<file path="config.mk">
export PLATFORM = sky130hd
export DESIGN_NAME = attn_responder
export DESIGN_NICKNAME = d
export VERILOG_FILES = /design/src/attn_pkg.sv /design/src/attn_responder.sv
export VERILOG_INCLUDE_DIRS = /design/src
export SDC_FILE = /design/constraint.sdc
export NUM_CORES = 1
export LEC_CHECK = 0
export BUFFER_PORTS_ARGS = -buffer_cell sky130_fd_sc_hd__buf_4
export CAP_MARGIN = 30
export CORE_MARGIN = 3
export CORE_UTILIZATION = 40
export CTS_CLUSTER_DIAMETER = 50
export DETAILED_ROUTE_END_ITERATION = 10
export GPL_TIMING_DRIVEN = 0
export PLACE_DENSITY = 0.65
export SLEW_MARGIN = 40
export SYNTH_ARGS = -nofsm -noshare
export SYNTH_HDL_FRONTEND = slang
export SYNTH_SLANG_ARGS = --single-unit
</file>
<file path="constraint.sdc">
create_clock -name CLK -period 2.1 [get_ports CLK]
set_clock_uncertainty 0.05 [all_clocks]
set_input_delay 0.42 -clock CLK [delete_from_list [all_inputs] [get_ports CLK]]
set_output_delay 0.42 -clock CLK [all_outputs]
set_load 0.01 [all_outputs]
</file>
<file path="src/attn_defines.svh">
`ifndef ATTN_DEFINES_SVH
`define ATTN_DEFINES_SVH
`define ATTN_CLK_MHZ   40
`define ATTN_TIS_NS    35
`define ATTN_TIS_CYC   ((`ATTN_TIS_NS * `ATTN_CLK_MHZ + 999) / 1000)
`define ATTN_CM_VFETCH 3'h3
`define ATTN_CM_IDLE   3'h0
`define ATTN_ADR_IDLE  3'h0
`define ATTN_LINES     8
`endif

</file>
<file path="src/attn_pkg.sv">
`default_nettype none
package attn_pkg;
  typedef enum logic [2:0] {S_IDLE, S_ADDR, S_ASTB, S_DSTB, S_DREL, S_END} state_e;
  typedef struct packed {
    logic [2:0] adr;
    logic [2:0] cm;
    logic       adrstb_n;
    logic       datstb_n;
  } bus_out_s;
endpackage : attn_pkg
`default_nettype wire

</file>
<file path="src/attn_responder.sv">
// Behaviour
// eight request lines, separate from the transfer handshake
// a request is a held level, pending while asserted
// any board may drive or watch any line; lines are shared
// line zero has highest priority, seven lowest
// suggested: interrupts on lines 3..0, DMA on lines 7..4
// requests can be disabled or remapped; responder can mask inputs
// implicit response: master finds and acknowledges requester by transfers
// vector fetch drives the answered line index on the address lines
// vector fetch command code is 011
// address, then address strobe, command, then data strobe
// requester decodes the index and drives its vector on data
// requester asserts data acknowledge once the vector is settled
// on acknowledge master latches vector and releases both strobes
// requester drops data and acknowledge when a strobe is released
// a longer vector comes as several data handshakes in one burst
// vector boards also answer implicit responses with the same data
// a vector-fetch master also supports implicit response
// local action: receiver acts on a request without acknowledging
// boards work with no request ever driven; no synchronous misuse
// vector fetch follows read timing; only three address lines count
// responder ignores data strobe while address strobe is released
// request lines and handshake inputs pass two-stage synchronisers
// lowest-index unmasked asserted line is chosen and encoded
`include "attn_defines.svh"
`default_nettype none
module attn_responder (
  // clock and reset
  input  wire logic       CLK,
  input  wire logic       RST,
  // request lines, open drain
  input  wire logic [7:0] ATNRQ_N_I,
  output logic      [7:0] ATNRQ_N_O,
  output logic      [7:0] ATNRQ_OE,
  // transfer handshake
  output logic      [2:0] A,
  output logic      [2:0] CM,
  output logic            ADRSTB_N,
  output logic            DATSTB_N,
  input  wire logic [7:0] D,
  input  wire logic       DATAACK_N,
  input  wire logic       TFRERR_N,
  // user control
  input  wire logic [7:0] RAISE,
  input  wire logic [7:0] MASK,
  input  wire logic       START,
  input  wire logic [1:0] EXTRA_BYTES,
  // user status
  output logic            BUSY,
  output logic            PENDING,
  output logic      [2:0] PEND_LINE,
  output logic      [7:0] LOCAL_ACT,
  output logic            VEC_VALID,
  output logic      [7:0] VEC_DATA,
  output logic      [2:0] VEC_LINE,
  output logic            XFER_ERR
);
  localparam logic [1:0] TIS = 2'(`ATTN_TIS_CYC);

  function automatic logic [3:0] pick(input logic [7:0] r);
    logic [3:0] res;
    res = 4'h0;
    for (int i = `ATTN_LINES - 1; i >= 0; i--) begin
      if (r[i]) begin
        res = {1'b1, 3'(i)};
      end
    end
    return res;
  endfunction : pick

  // setup wait ends on the last count
  function automatic logic setup_done(input logic [1:0] c);
    return c <= 2'h1;
  endfunction : setup_done

  // synchronisers
  logic [7:0] rq_m_q, rq_s_q;
  logic       ack_m_q, ack_s_q, err_m_q, err_s_q;
  always_ff @(posedge CLK) begin
    if (RST) begin
      rq_m_q  <= 8'hff;
      rq_s_q  <= 8'hff;
      ack_m_q <= 1'b1;
      ack_s_q <= 1'b1;
      err_m_q <= 1'b1;
      err_s_q <= 1'b1;
    end else begin
      rq_m_q  <= ATNRQ_N_I;
      rq_s_q  <= rq_m_q;
      ack_m_q <= DATAACK_N;
      ack_s_q <= ack_m_q;
      err_m_q <= TFRERR_N;
      err_s_q <= err_m_q;
    end
  end

  logic [7:0] req_lvl;
  logic [3:0] sel;
  logic       ack, err;
  assign req_lvl = ~rq_s_q & ~MASK; // see
  assign sel     = pick(req_lvl);   // see see
  assign ack     = ~ack_s_q;
  assign err     = ~err_s_q;

  // own requests, open drain onto shared lines
  logic [7:0] raise_q;
  always_ff @(posedge CLK) begin
    if (RST) begin
      raise_q <= 8'h00;
    end else begin
      raise_q <= RAISE;
    end
  end
  assign ATNRQ_N_O = 8'h00;
  assign ATNRQ_OE  = raise_q;

  // status seen by the user for implicit and local responses
  logic [7:0] local_q;
  logic [3:0] pend_q;
  always_ff @(posedge CLK) begin
    if (RST) begin
      local_q <= 8'h00;
      pend_q  <= 4'h0;
    end else begin
      local_q <= req_lvl;
      pend_q  <= sel;     // see
    end
  end
  assign LOCAL_ACT = local_q;
  assign PENDING   = pend_q[3];
  assign PEND_LINE = pend_q[2:0];

  // vector fetch sequencer
  attn_pkg::state_e   st_q, st_d;
  attn_pkg::bus_out_s bus_q, bus_d;
  logic [1:0] cnt_q, cnt_d, left_q, left_d;
  logic [2:0] line_q, line_d;
  logic [7:0] vec_q, vec_d;
  logic       vval_q, vval_d, err_q, err_d;

  always_comb begin
    st_d   = st_q;
    bus_d  = bus_q;
    cnt_d  = cnt_q;
    left_d = left_q;
    line_d = line_q;
    vec_d  = vec_q;
    vval_d = 1'b0;
    err_d  = 1'b0;
    case (st_q)
      attn_pkg::S_IDLE: begin
        if (START && sel[3] && !ack && !err) begin
          line_d     = sel[2:0];
          bus_d.adr  = sel[2:0];          // see
          bus_d.cm   = `ATTN_CM_VFETCH;
          cnt_d      = TIS;
          left_d     = EXTRA_BYTES;
          st_d       = attn_pkg::S_ADDR;
        end
      end
      attn_pkg::S_ADDR: begin
        if (!setup_done(cnt_q)) begin
          cnt_d = cnt_q - 2'h1;
        end else begin
          bus_d.adrstb_n = 1'b0;
          cnt_d          = TIS;
          st_d           = attn_pkg::S_ASTB;
        end
      end
      attn_pkg::S_ASTB: begin
        if (!setup_done(cnt_q)) begin
          cnt_d = cnt_q - 2'h1;
        end else begin
          bus_d.datstb_n = 1'b0;
          st_d           = attn_pkg::S_DSTB;
        end
      end
      attn_pkg::S_DSTB: begin
        if (err) begin
          bus_d.adrstb_n = 1'b1;
          bus_d.datstb_n = 1'b1;
          err_d          = 1'b1;
          st_d           = attn_pkg::S_END;
        end else if (ack) begin
          vec_d  = D;                     // see
          vval_d = 1'b1;
          bus_d.datstb_n = 1'b1;
          if (left_q != 2'h0) begin
            left_d = left_q - 2'h1;
            st_d   = attn_pkg::S_DREL;
          end else begin
            bus_d.adrstb_n = 1'b1;
            st_d           = attn_pkg::S_END;
          end
        end
      end
      attn_pkg::S_DREL: begin
        if (!ack && !err) begin
          cnt_d = TIS;
          st_d  = attn_pkg::S_ASTB;
        end
      end
      attn_pkg::S_END: begin
        if (!ack && !err) begin
          bus_d.adr = `ATTN_ADR_IDLE;
          bus_d.cm  = `ATTN_CM_IDLE;
          st_d      = attn_pkg::S_IDLE;
        end
      end
      default: begin
        st_d = attn_pkg::S_IDLE;
      end
    endcase
  end

  always_ff @(posedge CLK) begin
    if (RST) begin
      st_q   <= attn_pkg::S_IDLE;
      bus_q  <= '{adr: `ATTN_ADR_IDLE, cm: `ATTN_CM_IDLE, adrstb_n: 1'b1, datstb_n: 1'b1};
      cnt_q  <= 2'h0;
      left_q <= 2'h0;
      line_q <= 3'h0;
      vec_q  <= 8'h00;
      vval_q <= 1'b0;
      err_q  <= 1'b0;
    end else begin
      st_q   <= st_d;
      bus_q  <= bus_d;
      cnt_q  <= cnt_d;
      left_q <= left_d;
      line_q <= line_d;
      vec_q  <= vec_d;
      vval_q <= vval_d;
      err_q  <= err_d;
    end
  end

  assign A         = bus_q.adr;
  assign CM        = bus_q.cm;
  assign ADRSTB_N  = bus_q.adrstb_n;
  assign DATSTB_N  = bus_q.datstb_n;
  assign BUSY      = (st_q != attn_pkg::S_IDLE);
  assign VEC_VALID = vval_q;
  assign VEC_DATA  = vec_q;
  assign VEC_LINE  = line_q;
  assign XFER_ERR  = err_q;

  // checks
  chk_dstb_needs_astb: assert property (@(posedge CLK) disable iff (RST)
    !DATSTB_N |-> !ADRSTB_N) else $error("data strobe without address strobe");
  chk_cmd_is_vfetch: assert property (@(posedge CLK) disable iff (RST)
    !ADRSTB_N |-> CM == `ATTN_CM_VFETCH) else $error("wrong command code");
  chk_adr_setup: assert property (@(posedge CLK) disable iff (RST)
    $fell(ADRSTB_N) |-> $past(A) == A && $past(A, 2) == A) else $error("address setup too short");
  chk_cmd_setup: assert property (@(posedge CLK) disable iff (RST)
    $fell(DATSTB_N) |-> $past(ADRSTB_N, 2) == 1'b0) else $error("command setup too short");
  chk_adr_stable: assert property (@(posedge CLK) disable iff (RST)
    !ADRSTB_N && !$past(ADRSTB_N) |-> $stable(A)) else $error("address moved under strobe");
  chk_ack_release: assert property (@(posedge CLK) disable iff (RST)
    st_q == attn_pkg::S_DSTB && ack && left_q == 2'h0 && !err
    |=> ADRSTB_N && DATSTB_N && VEC_VALID && VEC_DATA == $past(D)) else $error("no release on ack");
  chk_burst_keep: assert property (@(posedge CLK) disable iff (RST)
    st_q == attn_pkg::S_DSTB && ack && left_q != 2'h0 && !err
    |=> !ADRSTB_N && DATSTB_N) else $error("burst dropped address strobe");
  chk_line_priority: assert property (@(posedge CLK) disable iff (RST)
    $rose(BUSY) |-> ($past(req_lvl) & ((8'h01 << A) - 8'h01)) == 8'h00
      && ($past(req_lvl) & (8'h01 << A)) != 8'h00)
    else $error("not lowest pending line");
  chk_line_encode: assert property (@(posedge CLK) disable iff (RST)
    !ADRSTB_N |-> A == VEC_LINE) else $error("address not the answered line");
  chk_err_end: assert property (@(posedge CLK) disable iff (RST)
    st_q == attn_pkg::S_DSTB && err |=> ADRSTB_N ##0 XFER_ERR) else $error("error not ended");
  cov_single: cover property (@(posedge CLK) disable iff (RST) VEC_VALID && !BUSY ##0 $past(BUSY));
  cov_burst: cover property (@(posedge CLK) disable iff (RST) st_q == attn_pkg::S_DREL);
  cov_err: cover property (@(posedge CLK) disable iff (RST) XFER_ERR);
  cov_masked: cover property (@(posedge CLK) disable iff (RST) $rose(BUSY) && $past(MASK) != 8'h00);
  cov_refused: cover property (@(posedge CLK) disable iff (RST) START && !BUSY && !sel[3]);
  chk_mask_honoured: assert property (@(posedge CLK) disable iff (RST)
    $rose(BUSY) |-> ($past(MASK) & (8'h01 << A)) == 8'h00)
    else $error("masked line answered");
  chk_sync_stages: assert property (@(posedge CLK) disable iff (RST)
    $rose(BUSY) |-> (~$past(ATNRQ_N_I, 3) & (8'h01 << A)) != 8'h00)
    else $error("request used before synchronised");
  chk_start_gated: assert property (@(posedge CLK) disable iff (RST)
    $rose(BUSY) |-> $past(START) && $past(sel[3]))
    else $error("fetch without start or pending line");
  chk_idle_quiet: assert property (@(posedge CLK) disable iff (RST)
    !BUSY |-> ADRSTB_N && DATSTB_N && CM == `ATTN_CM_IDLE)
    else $error("bus not quiet while idle");
  chk_ack_wait: assert property (@(posedge CLK) disable iff (RST)
    st_q == attn_pkg::S_END && (ack || err) |=> BUSY && ADRSTB_N && DATSTB_N)
    else $error("sequence ended before acknowledge released");
  chk_vec_hold: assert property (@(posedge CLK) disable iff (RST)
    !VEC_VALID |-> $stable(VEC_DATA))
    else $error("vector changed without valid");
  chk_vec_pulse: assert property (@(posedge CLK) disable iff (RST)
    VEC_VALID |=> !VEC_VALID)
    else $error("vector valid longer than one cycle");
  chk_err_pulse: assert property (@(posedge CLK) disable iff (RST)
    XFER_ERR |=> !XFER_ERR)
    else $error("error flag longer than one cycle");
endmodule : attn_responder
`default_nettype wire

</file>
* Yosys cells after proc, flatten, opt, wreduce, memory -nomap -nowiden
Cells that the tools add are included.
Storage, ports and cells: register bits after elaboration 68, input bits 39, output and inout port bits 50, logic and storage cells 105
Operators by class: add/subtract/negate cells 2, $lt $le $gt $ge 1, equality and inequality tests 16, muxes and demuxes 38, bitwise operators 6, reduce and logical (&&, ||, !) cells 22
Operator list (number):
- $mux 4 | 8
- $mux 3 | 7
- $mux 2 | 10
- $ne 2x2->1 const B | 9
- $pmux 3 s6 | 1
- $not 8->8 | 2
- $mux 6 | 2
- $pmux 6 s2 | 1
- $reduce_bool 2->1 | 5
- $reduce_and 3->1 | 3
- $and 8x8->8 | 1
- $pmux 2 s4 | 1
- $reduce_and 4->1 | 2
- $eq 3x2->1 const B | 2
- $eq 3x3->1 const B | 2
- $ne 3x3->1 const B | 2
- $reduce_and 6->1 | 1
- $mux 1 | 5
- $reduce_and 5->1 | 1
- $logic_and 1x1->1 | 4
- $pmux 1 s2 | 2
- $pmux 2 s2 | 1
- $reduce_bool 4->1 | 1
- $sub 2x1->2 const B | 2
- 8 further kinds | 10

* Logic depth before layout (Yosys ltp)
depth in word-level cells 15, depth in mapped cells 7, depth with buffers taken out 7

* Worst setup path after synthesis
OpenSTA, ideal clock, no wires.
path kind reg-to-reg, from register st_q[0], to register line_q[1], in the netlist VEC_LINE[1], library setup time 70 ps, arrival 1509 ps, required time 1980 ps, slack 471 ps, stages on the path, launching flop included 6, path buffers 0, clock period less this slack 1629 ps, cells stage by stage dfxtp_1 -> or3_4 -> nor2_4 -> nand2_4 -> or4_4 -> a21oi_1
Between the ends: longest elaborated chain between the ends 2
RTL lines:
- start: declaration | line attn_responder.sv:134 | attn_pkg::state_e st_q, st_d;
- start signal: assignment | line attn_responder.sv:218 | st_q <= attn_pkg::S_IDLE;
- start signal: assignment | line attn_responder.sv:227 | st_q <= st_d;
- $logic_not 3->1 | line attn_responder.sv:150 | case (st_q)
- $reduce_and 2->1 (no source line)
- end signal: assignment | line attn_responder.sv:231 | line_q <= line_d;
- end: declaration | line attn_responder.sv:137 | logic [2:0] line_q, line_d;
No other way between the ends. A chain may end at the register's enable or synchronous reset.

* Worst setup path after layout
from register st_q[0], to register vec_q[4], in the netlist VEC_DATA[4]
Between the ends: longest elaborated chain between the ends 2
RTL lines:
- $eq 3x2->1 | line attn_responder.sv:150
- $reduce_and 3->1 (no source line)
- end signal: assignment | line attn_responder.sv:232 | vec_q <= vec_d;
- end: declaration | line attn_responder.sv:138 | logic [7:0] vec_q, vec_d;
No other way between the ends.

==> results.ini <==
[layout]
area_growth_pct = 37.5
num-nets-final = 399
fin_area_um2 = 3400
drive_gt1_share_pct = 36.6
diodes = 0
instances_no_fill = 436

[yosys]
yosysUniqueCellTypes = 43
synthTopCellsByArea = dfxtp_1 53%, or2_2 5.1%, a21oi_1 4.9%, buf_4 3.0%, nor2b_1 3.0%
synth_flop_cell = dfxtp_1
synth_common_cells = 66 x dfxtp_1, 24 x a21oi_1, 20 x or2_2, 19 x nand2_1, 13 x nand3_1
synth-edff-count = 0
syn_inst = 259
avgSynthCellArea_um2 = 9.56
yosysWarnings = 0
synth_top_area_share_pct = 53.4
synth_most_common_cell = dfxtp_1
synth-seq-cells = 66
synthArstFlopShare_pct = 0
synth_largest_area_cell = dfxtp_1
yosysSeqAreaShare_pct = 53.4
syn_area_um2 = 2480

[timing]
fin_setup_tns_ns = 0
worstMarginPinSlew_ns = 0.550
slew_headroom_pct = 63.3
finalSetupViolCount = 0
max_freq_mhz = 556
slew_viol_final = 0
min_period_ns = 1.80
hold_viol_final = 0
finalCritPeriodShare_pct = 85.7
rsz0062_at_grt = false
whs_ns = 0.215

[global_route]
overflow = 0
grt_start_max_net_pins = 12
grt_util_all_layers_pct = 16.1
grt_pass1_vias = 1999
antenna_found_initial = 0
top_usage_layer = met2
met1_usage_pct = 19.3
use_met3_pct = 6.08
grt_pass1_wl_um = 9110
grtUsageMet2_pct = 26.3

[floorplanning]
rows = 28
fp.dieW_um = 84.7
die-area_um2 = 7170
ios = 89
core_um2 = 5960
initial_core_util_pct = 41.6
die_h_um = 84.7

[flow_run]
maxCapViolCount = 0

[place]
place_congestion = 0.833
place_area_um2 = 3190
portBuffers = 78
place_inst = 420
place_hpwl_um = 4110

[clock_tree]
tritoncts = yes
clk_pin_slew_worst_paths_ns = 0.07
post-cts-setup-buffers = 0
ctsHoldBuffers = 0
cts_resized = 0
clock-sinks = 66
clk_path_buf_depth = 2
h-tree-depth = 3
cts-root-buf = clkbuf_8
cts_buffers = 9
clk_latency_ns = 0.34

[detailed_routing]
drc = 0
drt_wl_total_um = 5540
routed_via_density = 4.85
vias = 2114
drtIter0Drc = 137
drtAntennaViolNets = 0
wire_per_inst_um = 12.7
dr.pass1.iters = 4

[worst_hold_path]
hp-class = in2reg

[power_and_ir_drop]
ir_drop_uv = 539
power_density_nw_per_um2 = 955
power_uw = 3250
leakage_uw = 0.00143

[critical_path]
critical_path_buf_inv_count = 0
slowest_stage = nor2_1
crit_type = reg2reg
cp_top_family = simple AND/OR/NAND/NOR gates
cp_common_cell = nand2_1
cp-end-kind = register
slowest_delay_ns = 0.46
cp_max_fo = 9
cp_cell_sequence = nand3b_2 > nor2_1 > nand2_1 > nand2_1 > a21oi_1
critPathLaunchType = register
arrival_ns = 1.95
critPathRequiredTime_ns = 2.25

[run_status]
status = finished, final reports clean

flip-flops by register name, indices dropped and copies added (netlist names), 2 cells and up:
signal,flops
VEC_LINE,3
ATNRQ_OE,8
A,3
st_q,3
pend_q,4
rq_s_q,8
LOCAL_ACT,8
cnt_q,2
rq_m_q,8
left_q,2
VEC_DATA,8
power by group:
part / internal (uW) / leakage (uW) / switching [uW]
clock network: 697 / 0.000109 / 470
logic: 334 / 0.000782 / 331
registers: 1350 / 0.000541 / 73.7
area by class of cell:
cell class / count / area, um^2
clock buffers: 11 / 141
fillers: 567 / 2550
flip-flops and latches: 66 / 1320
multi-input cells: 174 / 1040
repair buffers: 78 / 586
inverters: 5 / 18.8
plain buffers: 22 / 121
well taps: 75 / 93.8
clock inverters: 5 / 77.6
kinds of logic (layout without fill, tap and decap cells):
group	after synthesis	in the layout	synth area share [%]
AOI/OAI and AO/OA	52	52	13.1
adders and majority gates	4	4	2.02
buffers and inverters	27	121	5.66
DFF	66	66	53.4
muxes	1	1	0.455
other	1	9	0.151
and+or+nand+nor	108	108	25.2
layer usage:
metal,wire length (um),vias to the layer above
li1,-,1082
met1,2410,947
met2,2550,77
met3,511,8
met4,69,0
met5,0,-
cell usage in the layout (no fill, tap or decap), drive strengths merged, types with 3 or more instances in the layout:
master	synthesis	final
o22ai	5	5
nand2	20	20
nor2b	12	12
or3	4	4
a211oi	4	4
a21oi	24	24
a31oi	3	3
buf	11	89
inv	5	5
clkbuf	11	22
nand3	13	13
ha	4	4
o22a	4	4
nor2	9	9
conb	1	9
o21ai	3	3
o211ai	3	3
or2	20	20
nor3	12	12
and2	4	4
dfxtp	66	66
per-stage QoR:
step	utilization, %	worst slack, ns
6_report	57.2	0.300
5_1_grt	57.2	0.0456
4_1_cts	57.2	0.255
3_5_place_dp	53.5	0.223
3_3_place_gp	53.5	0.246
2_1_floorplan	-	0.471
worst paths after layout:
kind	startpoint	to	slack [ns]	cells after the start
worst min-delay path	ATNRQ_N_I[5]	rq_m_q[5]	0.21	2
worst min register to register	rq_m_q[7]	rq_s_q[7]	0.35	1
worst max-delay path	st_q[0]	VEC_DATA[4]	0.30	5
worst max register to register	st_q[0]	VEC_DATA[4]	0.30	5
(Power assumes the default switching activity.)
